`src/vpiu_pkg.sv`:
```
package vpiu_pkg;
  localparam int unsigned WORD_W = 16;
  localparam int unsigned LVL_W = 3;
  localparam int unsigned RUN_LO = 4;
  localparam int unsigned RUN_HI = 6;
  localparam int unsigned PRIV_BIT = 15;
  localparam logic [LVL_W-1:0] LVL_NOCHANGE = 3'h0;
  localparam logic [LVL_W-1:0] LVL_MAIN = 3'h1;
  localparam logic [LVL_W-1:0] LVL_ALTBANK = 3'h2;
  localparam logic [LVL_W-1:0] LVL_ALL_MASK = 3'h7;
  localparam int unsigned N_INT = 5;
  localparam int unsigned N_EXT = 16;
  localparam int unsigned N_PAR_SRC = 32;
  localparam int unsigned N_SER_SRC = 16;
  localparam logic [WORD_W-1:0] TV_INT_BASE = 16'h0000;
  localparam logic [WORD_W-1:0] TV_EXT_BASE = 16'h00c0;
  localparam logic [WORD_W-1:0] TV_SLOT = 16'h0004;
  localparam logic [WORD_W-1:0] WORD_STEP = 16'h0002;
  localparam logic [WORD_W-1:0] STATUS_RST = 16'h8010;
  localparam logic [WORD_W-1:0] SP_RST = 16'h0000;
  localparam int unsigned INT_PRIV = 3;
  typedef enum logic [3:0] {
    VPIU_IDLE = 4'h0, VPIU_PUSH_SW = 4'h1, VPIU_PUSH_IP = 4'h3, VPIU_FETCH_IP = 4'h2,
    VPIU_FETCH_SW = 4'h6, VPIU_POP_IP = 4'h4, VPIU_POP_SW = 4'h5, VPIU_WAIT = 4'h7
  } vpiu_state_e;
endpackage

```
`src/vectored_priority_interrupt_unit.sv`:
```
// Operation
// - Taking an interrupt pushes instruction pointer and status word to a memory stack.
// - Highest source in highest level wins; sources share levels.
// - External request accepted only when its level exceeds the run level.
// - Push status, push pointer, address vector, load pointer then status.
// - Return instruction pops and restores pointer and status, hence priority.
// - Vector run level zero keeps current run level, loads other bits.
// - Loaded run level blocks that level and lower, admits higher.
// - Run level seven blocks all external; higher levels merge groups.
// - Internal requests one at a time, unmaskable, always taken, cleared.
// - Internal first; then nested external entry if vector level is lower.
// - Source identified in hardware, vector chosen without polling.
// - Thirty-two parallel-bus sources and sixteen serial-bus sources accepted.
// - Internal vectors at 4-byte slots from 0000, externals at 00c0-00fc.
// - Level 2 selects alternate bank, 1 is main, 0 means no change.
// - Vector run level can group several request levels together.
// - Run level lives in status word bits 6 to 4.
// - General register 15 is the stack pointer.
// - Unprivileged device access or system instruction raises an internal request.
module vectored_priority_interrupt_unit #(
  parameter logic [vpiu_pkg::LVL_W-1:0] EXT_LEVEL = 3'h3
) (
  input wire logic core_clk,
  input wire logic rst_b,
  input wire logic [vpiu_pkg::N_INT-1:0] int_req,
  input wire logic [vpiu_pkg::N_PAR_SRC-1:0] par_req,
  input wire logic [vpiu_pkg::N_SER_SRC-1:0] ser_req,
  input wire logic priv_violation,
  input wire logic return_from_service_instr,
  input wire logic [vpiu_pkg::WORD_W-1:0] cur_instruction_pointer,
  output logic [vpiu_pkg::WORD_W-1:0] status_word_reg,
  output logic [vpiu_pkg::WORD_W-1:0] instruction_pointer,
  output logic ip_load,
  output logic mem_req,
  output logic mem_we,
  output logic [vpiu_pkg::WORD_W-1:0] mem_addr,
  output logic [vpiu_pkg::WORD_W-1:0] mem_wdata,
  input wire logic [vpiu_pkg::WORD_W-1:0] mem_rdata,
  input wire logic mem_ack,
  output logic [vpiu_pkg::WORD_W-1:0] stack_ptr,
  output logic alt_bank_sel,
  output logic in_service,
  output logic [5:0] ext_ack_src,
  output logic ext_ack
);
  import vpiu_pkg::*;

  vpiu_state_e state_q;
  logic [WORD_W-1:0] sp_q, sw_q, ip_q, vec_q, addr_q, wdata_q;
  logic [N_INT-1:0] int_pend_q;
  logic ip_load_q, ext_ack_q, we_q, req_q;
  logic [5:0] ack_src_q;
  logic [LVL_W-1:0] run_level;
  logic int_any, ext_any, take_int, take_ext, start;
  logic [2:0] int_idx;
  logic [3:0] ext_idx;
  logic [N_EXT-1:0] ext_lines;
  logic [N_EXT-1:0] ext_s1_q, ext_s2_q, ext_s3_q, ext_lvl_q;
  logic [N_INT-1:0] int_src;

  assign run_level = sw_q[RUN_HI:RUN_LO];

  // Internal conditions latch until taken; set beats clear in the same cycle
  always_ff @(posedge core_clk) begin
    if (!rst_b) begin
      int_pend_q <= '0;
    end else begin
      int_pend_q <= (take_int && state_q == VPIU_IDLE ?
                     int_pend_q & ~(N_INT'(1) << int_idx) : int_pend_q)
                    | int_req | (N_INT'(priv_violation) << INT_PRIV);
    end
  end

  // Bus sources fold onto sixteen external lines; 48 sources accepted
  always_comb begin
    ext_lines = '0;
    for (int i = 0; i < N_EXT; i++) begin
      ext_lines[i] = par_req[i] | par_req[i+N_EXT] | ser_req[i];
    end
  end

  // Bus requests come from other clock domains: three stages, and a line only
  // moves once stages two and three agree, so a one-beat glitch never starts entry
  always_ff @(posedge core_clk) begin
    if (!rst_b) begin
      ext_s1_q <= '0;
      ext_s2_q <= '0;
      ext_s3_q <= '0;
      ext_lvl_q <= '0;
    end else begin
      ext_s1_q <= ext_lines;
      ext_s2_q <= ext_s1_q;
      ext_s3_q <= ext_s2_q;
      ext_lvl_q <= (ext_s2_q & ext_s3_q) | (ext_lvl_q & (ext_s2_q | ext_s3_q));
    end
  end

  // Internal source 0 (power down) ranks highest, so reverse for the arbiter
  always_comb begin
    int_src = '0;
    for (int i = 0; i < N_INT; i++) begin
      int_src[N_INT-1-i] = int_pend_q[i];
    end
  end

  logic [2:0] int_rev;
  vpiu_arbiter #(.N(N_INT), .W(3)) u_int_arb (
    .req(int_src),
    .any(int_any),
    .idx(int_rev)
  );
  assign int_idx = 3'(N_INT - 1) - int_rev;

  vpiu_arbiter #(.N(N_EXT), .W(4)) u_ext_arb (
    .req(ext_lvl_q),
    .any(ext_any),
    .idx(ext_idx)
  );

  assign take_int = int_any;
  assign take_ext = ext_any && (EXT_LEVEL > run_level);
  assign start = take_int || take_ext;

  // Entry and return sequencer over the stack port
  always_ff @(posedge core_clk) begin
    if (!rst_b) begin
      state_q <= VPIU_IDLE;
      sp_q <= SP_RST;
      sw_q <= STATUS_RST;
      ip_q <= '0;
      vec_q <= '0;
      addr_q <= '0;
      wdata_q <= '0;
      we_q <= 1'b0;
      req_q <= 1'b0;
      ip_load_q <= 1'b0;
      ext_ack_q <= 1'b0;
      ack_src_q <= '0;
    end else begin
      ip_load_q <= 1'b0;
      ext_ack_q <= 1'b0;
      case (state_q)
        VPIU_IDLE: begin
          if (start) begin
            // Internal wins; a nested external entry follows once IDLE returns
            vec_q <= take_int ? TV_INT_BASE + WORD_W'(int_idx) * TV_SLOT
                              : TV_EXT_BASE + WORD_W'(4'hf - ext_idx) * TV_SLOT;
            ext_ack_q <= !take_int;
            ack_src_q <= take_int ? 6'h00 : {2'h0, ext_idx};
            ip_q <= cur_instruction_pointer;
            addr_q <= sp_q - WORD_STEP;
            sp_q <= sp_q - WORD_STEP;
            wdata_q <= sw_q;
            we_q <= 1'b1;
            req_q <= 1'b1;
            state_q <= VPIU_PUSH_SW;
          end else if (return_from_service_instr) begin
            addr_q <= sp_q;
            we_q <= 1'b0;
            req_q <= 1'b1;
            state_q <= VPIU_POP_IP;
          end
        end
        VPIU_PUSH_SW: if (mem_ack) begin
          addr_q <= sp_q - WORD_STEP;
          sp_q <= sp_q - WORD_STEP;
          wdata_q <= ip_q;
          state_q <= VPIU_PUSH_IP;
        end
        VPIU_PUSH_IP: if (mem_ack) begin
          addr_q <= vec_q;
          we_q <= 1'b0;
          state_q <= VPIU_FETCH_IP;
        end
        VPIU_FETCH_IP: if (mem_ack) begin
          ip_q <= mem_rdata;
          ip_load_q <= 1'b1;
          addr_q <= vec_q + WORD_STEP;
          state_q <= VPIU_FETCH_SW;
        end
        VPIU_FETCH_SW: if (mem_ack) begin
          // Level zero in the vector keeps the running level
          sw_q <= (mem_rdata[RUN_HI:RUN_LO] == LVL_NOCHANGE) ?
                  {mem_rdata[WORD_W-1:RUN_HI+1], run_level, mem_rdata[RUN_LO-1:0]}
                  : mem_rdata;
          req_q <= 1'b0;
          state_q <= VPIU_WAIT;
        end
        VPIU_POP_IP: if (mem_ack) begin
          ip_q <= mem_rdata;
          ip_load_q <= 1'b1;
          sp_q <= sp_q + WORD_STEP;
          addr_q <= sp_q + WORD_STEP;
          state_q <= VPIU_POP_SW;
        end
        VPIU_POP_SW: if (mem_ack) begin
          sw_q <= mem_rdata;
          sp_q <= sp_q + WORD_STEP;
          req_q <= 1'b0;
          state_q <= VPIU_WAIT;
        end
        VPIU_WAIT: state_q <= VPIU_IDLE; // One idle beat lets new status settle
        default: state_q <= VPIU_IDLE;
      endcase
    end
  end

  assign status_word_reg = sw_q;
  assign instruction_pointer = ip_q;
  assign ip_load = ip_load_q;
  assign mem_req = req_q;
  assign mem_we = we_q;
  assign mem_addr = addr_q;
  assign mem_wdata = wdata_q;
  assign stack_ptr = sp_q;
  assign alt_bank_sel = (run_level == LVL_ALTBANK);
  assign in_service = (state_q != VPIU_IDLE);
  assign ext_ack_src = ack_src_q;
  assign ext_ack = ext_ack_q;

  a_ext_gate: assert property (@(posedge core_clk) disable iff (!rst_b)
    (state_q == VPIU_IDLE && ext_any && !int_any && run_level >= EXT_LEVEL)
    |=> state_q == VPIU_IDLE || $past(return_from_service_instr))
    else $error("External entry below run level");
  a_int_first: assert property (@(posedge core_clk) disable iff (!rst_b)
    (state_q == VPIU_IDLE && int_any) |=> state_q == VPIU_PUSH_SW && !ext_ack)
    else $error("Internal request not entered first");
  a_push_dec: assert property (@(posedge core_clk) disable iff (!rst_b)
    (state_q == VPIU_IDLE && start) |=> sp_q == $past(sp_q) - WORD_STEP)
    else $error("Stack pointer not predecremented");
  a_pop_inc: assert property (@(posedge core_clk) disable iff (!rst_b)
    (state_q == VPIU_POP_SW && mem_ack) |=> sp_q == $past(sp_q) + WORD_STEP)
    else $error("Stack pointer not restored on return");
  a_keep_level: assert property (@(posedge core_clk) disable iff (!rst_b)
    (state_q == VPIU_FETCH_SW && mem_ack && mem_rdata[RUN_HI:RUN_LO] == LVL_NOCHANGE)
    |=> run_level == $past(run_level))
    else $error("Zero vector level changed run level");
  a_load_level: assert property (@(posedge core_clk) disable iff (!rst_b)
    (state_q == VPIU_FETCH_SW && mem_ack && mem_rdata[RUN_HI:RUN_LO] != LVL_NOCHANGE)
    |=> run_level == $past(mem_rdata[RUN_HI:RUN_LO]))
    else $error("Vector level not loaded");
  a_push_order: assert property (@(posedge core_clk) disable iff (!rst_b)
    (state_q == VPIU_PUSH_SW && mem_ack) |=> mem_wdata == ip_q && mem_we)
    else $error("Pointer push out of order");
  a_vec_range: assert property (@(posedge core_clk) disable iff (!rst_b)
    (state_q == VPIU_FETCH_IP) |->
    (mem_addr < TV_INT_BASE + WORD_W'(N_INT) * TV_SLOT ||
     (mem_addr >= TV_EXT_BASE &&
      mem_addr <= TV_EXT_BASE + WORD_W'(N_EXT - 1) * TV_SLOT)))
    else $error("Vector address outside slots");
  a_int_clear: assert property (@(posedge core_clk) disable iff (!rst_b)
    (state_q == VPIU_IDLE && int_any && !int_req[int_idx] &&
     !(priv_violation && int_idx == 3'(INT_PRIV))) |=> !int_pend_q[$past(int_idx)])
    else $error("Taken internal request not cleared");
endmodule

```
`src/vpiu_arbiter.sv`:
```
// Fixed-priority pick: the highest index that is requesting wins
module vpiu_arbiter #(
  parameter int unsigned N = 16,
  parameter int unsigned W = 4
) (
  input wire logic [N-1:0] req,
  output logic any,
  output logic [W-1:0] idx
);
  always_comb begin
    any = 1'b0;
    idx = '0;
    for (int i = 0; i < N; i++) begin
      if (req[i]) begin
        any = 1'b1;
        idx = W'(i);
      end
    end
  end
endmodule

```
`config.mk`:
```
export PLATFORM = sky130hd
export DESIGN_NAME = vectored_priority_interrupt_unit
export DESIGN_NICKNAME = d
export VERILOG_FILES = /design/src/vpiu_pkg.sv /design/src/vectored_priority_interrupt_unit.sv /design/src/vpiu_arbiter.sv
export SDC_FILE = /design/constraint.sdc
export NUM_CORES = 1
export LEC_CHECK = 0
export BUFFER_PORTS_ARGS = -buffer_cell sky130_fd_sc_hd__buf_2
export CAP_MARGIN = 20
export CORE_MARGIN = 3
export CORE_UTILIZATION = 46
export CTS_BUF_LIST = sky130_fd_sc_hd__clkbuf_2
export CTS_CLUSTER_SIZE = 14
export DETAILED_ROUTE_END_ITERATION = 8
export PLACE_DENSITY_LB_ADDON = 0.25
export RECOVER_POWER = 100
export SYNTH_ARGS = -nofsm -noshare
export SYNTH_HDL_FRONTEND = slang
export SYNTH_SLANG_ARGS = --single-unit
```
`constraint.sdc`:
```
create_clock -name core_clk -period 2.5 [get_ports core_clk]
set_input_delay 0.375 -clock core_clk [delete_from_list [all_inputs] [get_ports core_clk]]
set_output_delay 0.375 -clock core_clk [all_outputs]
set_load 0.01 [all_outputs]
```
==> impl_summary.md, run 1 <==
Route
In the routed design, unresolved DRC markers number 0. The first detailed-routing pass ran for 6 iterations. The detail route stage leaves a number of antenna-violating nets equal to 0. The via density per instance is 5.43. The routed wirelength normalized by instance count is 16.3 um. Summing over every cut layer, the via total after detailed routing is 7445. The routed design has 22300 um of wire. The first routing iteration left 509 violations.

Timing
For the pin with the worst max-slew slack, the measured transition is 1.91 ns. The minimum period implied by the final worst setup slack is 2.34 ns. After routing, the total negative slack on setup checks comes to 0 ns. The max-slew violation total from the final report was 48.

Across all setup checks in the final design, the least slack found is 0.155 ns. The worst slew slack as a fraction of its limit is -27.4%. The number of failing setup endpoints in the final timing report is 0. Dividing the final minimum period by the clock period gives 93.8%.

The worst setup skew after layout is 0.0456 ns. Derived from the worst setup path, the maximum achievable clock frequency is 426 MHz. The count of endpoints failing hold in the final timing report is 0. Setup repair after global routing left no endpoint under its margin.

Logic synthesis
The synthesized design contains 0 enable-type register cells. The count of mapped cells out of synthesis is 893. A synthesized cell averages 8.62 um2. The most common cell in the synthesized netlist is sky130_fd_sc_hd__dfxtp_1. In the post-synthesis netlist, the biggest area contributors are sky130_fd_sc_hd__dfxtp_1 (42%), sky130_fd_sc_hd__nand2_1 (6.2%), sky130_fd_sc_hd__o211a_1 (4.3%). Of the post-synthesis cell area, the dominant cell type holds 42.4%. The most used flip-flop cell after synthesis is sky130_fd_sc_hd__dfxtp_1.

The number of flip-flops and latches in the synthesized netlist is 163. Yosys printed 0 warnings. The proportion of register bits with asynchronous set or reset after synthesis is 0%. The cell area that synthesis handed to floorplanning was 0.00769 mm2. Ranked by instance count, the synthesized netlist is headed by sky130_fd_sc_hd__dfxtp_1 (163), sky130_fd_sc_hd__nand2_1 (128), sky130_fd_sc_hd__and2_1 (48), sky130_fd_sc_hd__clkbuf_1 (46), sky130_fd_sc_hd__nor2_1 (42). The largest total area in the synthesized netlist belongs to sky130_fd_sc_hd__dfxtp_1. Summing the sequential cell areas from Yosys gives 42.4% of the chip area.

The count of distinct cell types in the synthesized netlist is 73.

Setup path
In this run the worst path has a maximum fanout of 48. The critical path goes through clkbuf_1 -> buf_12 -> buf_12 -> a21boi_0 -> dlygate4sd3_1. Setup slack on the worst reg-to-reg path comes out at 0.18 ns.

The slowest cell on the critical path is sky130_fd_sc_hd__clkbuf_1. Among the stages of the critical path, the cell type that occurs most often is sky130_fd_sc_hd__buf_12. For the worst setup path, the data arrival time is 3.03 ns. STA puts the critical path data required time at 3.18 ns. The worst setup path is of the in2reg kind. STA classifies the critical path endpoint as a register. The worst setup path is launched from an input port.

For this run, the slowest stage of the critical path takes 1.34 ns.

Power
The power density over cell area is 1030 mW/mm2. The maximum vdd drop is 0.572 mV. The overall power of the completed layout is 10100 uW. The static leakage is 0.00410 uW.

Clocking
The clock tree from TritonCTS is built. The library cell used as clock root buffer is sky130_fd_sc_hd__clkbuf_2. The number of CTS-inserted buffers is 17.

The maximum level of the CTS H-tree is 4. Buffers added to address setup during post-CTS repair amount to 0. The register clock-pin slew on the reported worst setup and hold paths is 0.25 ns. The clock reaches the later pin of the worst-skew pair after 0.74 ns.

The number of buffers on the longest clock path is 2. The sink count of the clock tree is 163.

GRT
Global routing used 24.4% of the available tracks across all layers. The maximum number of pins on one net before global-route repair is 49. The initial antenna violation count is 1. The total overflow left after global routing is 0.

The via count of the first global-routing pass is 7141. The first-pass GRT wire length is 35900 um.

Die
The core region is 0.0161 mm2. The initialized floorplan defines 46 standard-cell rows. The die span in y is 135 um. In this run the horizontal extent of the chip is 135 um.

The initial standard-cell utilization of the core is 47.7%. The area of the die is 0.0183 mm2. During I/O placement, the number of pins put on the boundary was 182.

Layout
The number of nets in the finished design is 1234. With fillers left out, the area of the finished cells amounts to 0.00980 mm2. From synthesis to final layout, the design area changed by 27.4%. The proportion of layout cells with a drive suffix above 1 is 16.5%.

Placed design
The final weighted congestion in routability-driven placement is 0.903. The cell area reported after detailed placement is 0.00895 mm2. OpenSTA, run right after detailed placement, puts the worst setup slack at 0.258 ns. The number of buffer cells added on primary ports is 177. The HPWL after detailed placement is 15400 um.

Min path
In this run the worst hold path is classified as in2reg.

Job
The reported max-cap violation count is 1.

Status
The checks that failed: capacitance limit, slew limit. The run finished, with violations left.
-- placed cells by master (no fill, tap or decap), drive strengths merged, types with 12 or more instances in the layout --
master	n
inv	18
dlygate4sd3	74
mux2i	21
a21oi	39
nand2	128
o211a	33
o31a	19
o21ai	49
a31oi	12
a21boi	37
buf	132
nor2	43
xor2	12
nand3	33
and2	48
xnor2	12
dfxtp	163
nor2b	14
nor4	13
nor3	16
clkbuf	113
-- report_power, final --
part | internal [uW] | switching [uW]
combinational | 2060 | 2980
sequential | 3170 | 488
clock | 396 | 1020
total | 5620 | 4490
-- final timing paths --
| kind | from | endpoint | cells past startpoint |
|---|---|---|---|
| setup / recovery | rst_b | status_word_reg[5]$_SDFFE_PN0P_ | 5 |
| hold / removal | par_req[18] | ext_s1_q[2]$_SDFF_PN0_ | 3 |
| setup reg to reg | int_pend_q[2]$_SDFF_PN0_ | stack_ptr[6]$_SDFFE_PN0P_ | 8 |
| hold reg to reg | ext_s1_q[15]$_SDFF_PN0_ | ext_s2_q[15]$_SDFF_PN0_ | 1 |
-- critical path: cells and delay by family --
kind	cells	cell delay (ns)
AO/OA/AOI/OAI	1	0.20
buffers and inverters	4	2.43
-- what timing repair did --
| item | in CTS | in global routing |
|---|---|---|
| hold endpoints to repair | 55 | 0 |
| endpoints found under the setup margin | 0 | 3 |
| hold buffers | 74 | 0 |
| gates resized for setup | 0 | 4 |
-- kinds of logic after synthesis --
group                    synth area share [%]
AO/OA/AOI/OAI                            23.6
XOR/XNOR                                 2.73
adder cells (fa/ha/maj)                 0.976
buffers and inverters                    5.14
flip-flops                               42.4
multiplexers                             2.73
other                                  0.0487
AND/OR/NAND/NOR                          22.3
-- layout make-up --
cell class | count | area [um2]
fillers | 1508 | 6310
multi-input cells | 642 | 4060
flip-flops and latches | 163 | 3260
repair buffers | 301 | 1910
well taps | 216 | 270
clock inverters | 14 | 146
clock buffers | 18 | 90.1
inverters | 13 | 48.8
diodes | 3 | 7.51
-- through the flow --
stage	util [%]	instances	hold slack (ns)
4_1_cts	61.6	1367	0.0332
3_5_place_dp	55.6	1261	0.419
5_1_grt	60.8	1370	0.298
3_3_place_gp	55.6	1261	0.414
6_report	60.8	1370	0.372
2_1_floorplan	-	896	0.412
-- metal layers --
layer  global-route usage, %  wire, um  vias to the layer above
met5                       0         0                        -
met2                    42.9     10900                      265
li1                        -         -                     3678
met3                    7.17      1720                       20
met1                    29.5      9300                     3482
met4                    5.43       331                        0
Power figures use the tool's default switching activity.
==> inputs of run 2 (changes only) <==
- CORE_UTILIZATION: 46 -> 56
==> impl_summary.md, run 2 (same netlist as run 1, synthesis figures left out) <==
Setup path
The kind of end point of the critical path is a register. The signal arrival time at the worst endpoint is 3.02 ns. The highest fanout seen on the critical path is 10. The worst setup path is launched from a register. The worst register-to-register path has a depth of 7.

The worst setup path is of the reg2reg kind. At the worst endpoint, the required time is 3.17 ns.

Clocking
Clock latency on the worst-skew pair, taken at its later pin, is 0.73 ns. The library cell used as clock root buffer is sky130_fd_sc_hd__clkbuf_2. In this run, CTS created clock tree buffers numbering 17.

The register clock-pin slew on the reported worst setup and hold paths is 0.22 ns. The clock tree from TritonCTS is built. The H-tree was split into 4 levels.

The sink count of the clock tree is 163. The number of buffers on the longest clock path is 2. In this run the post-CTS setup repair buffer count came out at 0.

Timing
The worst slew slack as a fraction of its limit is 50.8%. The max-slew violation total from the final report is 0. At the pin with the least slew margin, the transition time is 0.736 ns. Across all setup checks in the final design, the least slack found is 0.153 ns. Subtracting the final worst setup slack from the clock period gives 2.35 ns. Setup violations remaining at the end of the flow were counted as 0. For the final routed database, the setup TNS stands at 0 ns. Of the available clock period, the critical path in the final layout requires 93.9%. The clock arrives with 0.0286 ns of skew. Setup repair after global routing left no endpoint under its margin. Derived from the worst setup path, the maximum achievable clock frequency is 426 MHz. The count of endpoints failing hold in the final timing report was 0.

Layout
Leaving out fill and tap cells, the most frequent cell in the layout is sky130_fd_sc_hd__dfxtp_1. Cells with a size suffix above 1 make up 16.2% of the layout. From synthesis to final layout, the design area changed by 25.9%. The non-filler instance count after layout is 1317. The antenna cell count is 0.

In the layout the commonest cells are sky130_fd_sc_hd__dfxtp_1 (161), sky130_fd_sc_hd__nand2_1 (128), sky130_fd_sc_hd__buf_2 (94). The number of nets in the finished design is 1226.

Route
The first detailed-routing pass ran for 5 iterations. The routed wirelength normalized by instance count is 16.3 um. The initial DRC count is 747. The routed layout has 7564 vias. The total wire length is 21500 um. After detailed routing, the number of remaining DRC violations is 0. The via density per instance is 5.74. The detail route stage leaves a number of antenna-violating nets equal to 0.

GRT
The via count of the first global-routing pass came to 7160. The maximum number of pins on one net before global-route repair is 67. The first-pass GRT wire length is 34600 um. The overflow left after global routing is 0. The global-route usage over all layers is 28.5%. The initial antenna violation count came to 0.

Power
The power density over cell area is 1040 mW/mm2. VDD sags by at most 0.580 mV. The static leakage is 0.00408 uW. The design draws 10100 uW.

Job
The reported max-cap violation count is 0.

Die
The initial standard-cell utilization of the core is 57.6%. The width of the chip is 123 um. The number of top-level pins is 182. The die covers 0.0152 mm2. In this run the core area contains 42 standard-cell rows. The core region is 0.0133 mm2. The die span in y is 123 um.

Placed design
Port buffering added 177 buffers. After legalization and detailed placement, the total HPWL measured 14300 um. The cell count after placement is 1215. The setup slack at placement is 0.154 ns. The final weighted congestion in routability-driven placement is 0.950.

Status
The run finished with clean final reports.

Min path
The number of cells traversed by the worst hold path is 4. In this run the worst hold path is classified as in2reg.
[run 2: what timing repair did]
action / CTS / global route
hold buffers: 72 / 0
endpoints found under the hold margin: 54 / 0
gates resized for setup: 0 / 6
setup endpoints to repair: 0 / 10
[run 2: layer usage]
metal  vias to the layer above  wire, um  track usage (%)
met5                         -         0                0
met4                         0       569             10.6
met3                        50      1860             7.82
met2                       364      9900             45.8
met1                      3497      9130             36.7
li1                       3653         -                -
[run 2: per-stage QoR]
| stage | utilization [%] | instance area, um2 | hold slack [ns] |
|---|---|---|---|
| global placement | 66.4 | 8860 | 0.414 |
| finish | 72.5 | 9680 | 0.0918 |
| detailed placement | 66.4 | 8860 | 0.419 |
| CTS | 73.6 | 9830 | 0.0274 |
| floorplan | - | 7700 | 0.412 |
| global route | 72.5 | 9680 | 0.0387 |
[run 2: area by class of cell]
type	instances	area, um2
Clock buffer	19	95.1
Clock inverter	11	153
Fill cell	1040	3660
Inverter	13	48.8
Multi-Input combinational cell	642	4050
Sequential cell	163	3270
Tap cell	176	220
Timing Repair Buffer	293	1850
[run 2: worst max-delay path, stage by stage (launching register included)]
cell and delay [ns]:
sky130_fd_sc_hd__dfxtp_1 0.46, sky130_fd_sc_hd__buf_4 0.21, sky130_fd_sc_hd__or4_1 0.68, sky130_fd_sc_hd__nor4_2 0.35, sky130_fd_sc_hd__a22oi_1 0.15, sky130_fd_sc_hd__a21oi_1 0.17, sky130_fd_sc_hd__xor2_1 0.16, sky130_fd_sc_hd__and2_1 0.13
[run 2: power by group]
part           switching, uW  internal, uW  total [uW]
Clock                    919           570        1490
Sequential               493          3170        3660
Combinational           2920          2020        4940
Total                   4330          5760       10100
[run 2: worst paths after layout]
path                                           startpoint  slack (ns)                          to
worst max-delay path            stack_ptr[2]$_SDFFE_PN0P_        0.15  stack_ptr[14]$_SDFFE_PN0P_
worst min-delay path            return_from_service_instr        0.09    mem_addr[1]$_SDFFE_PN0P_
worst max register to register  stack_ptr[2]$_SDFFE_PN0P_        0.15  stack_ptr[14]$_SDFFE_PN0P_
worst min register to register     ext_s1_q[7]$_SDFF_PN0_        0.45      ext_s2_q[7]$_SDFF_PN0_
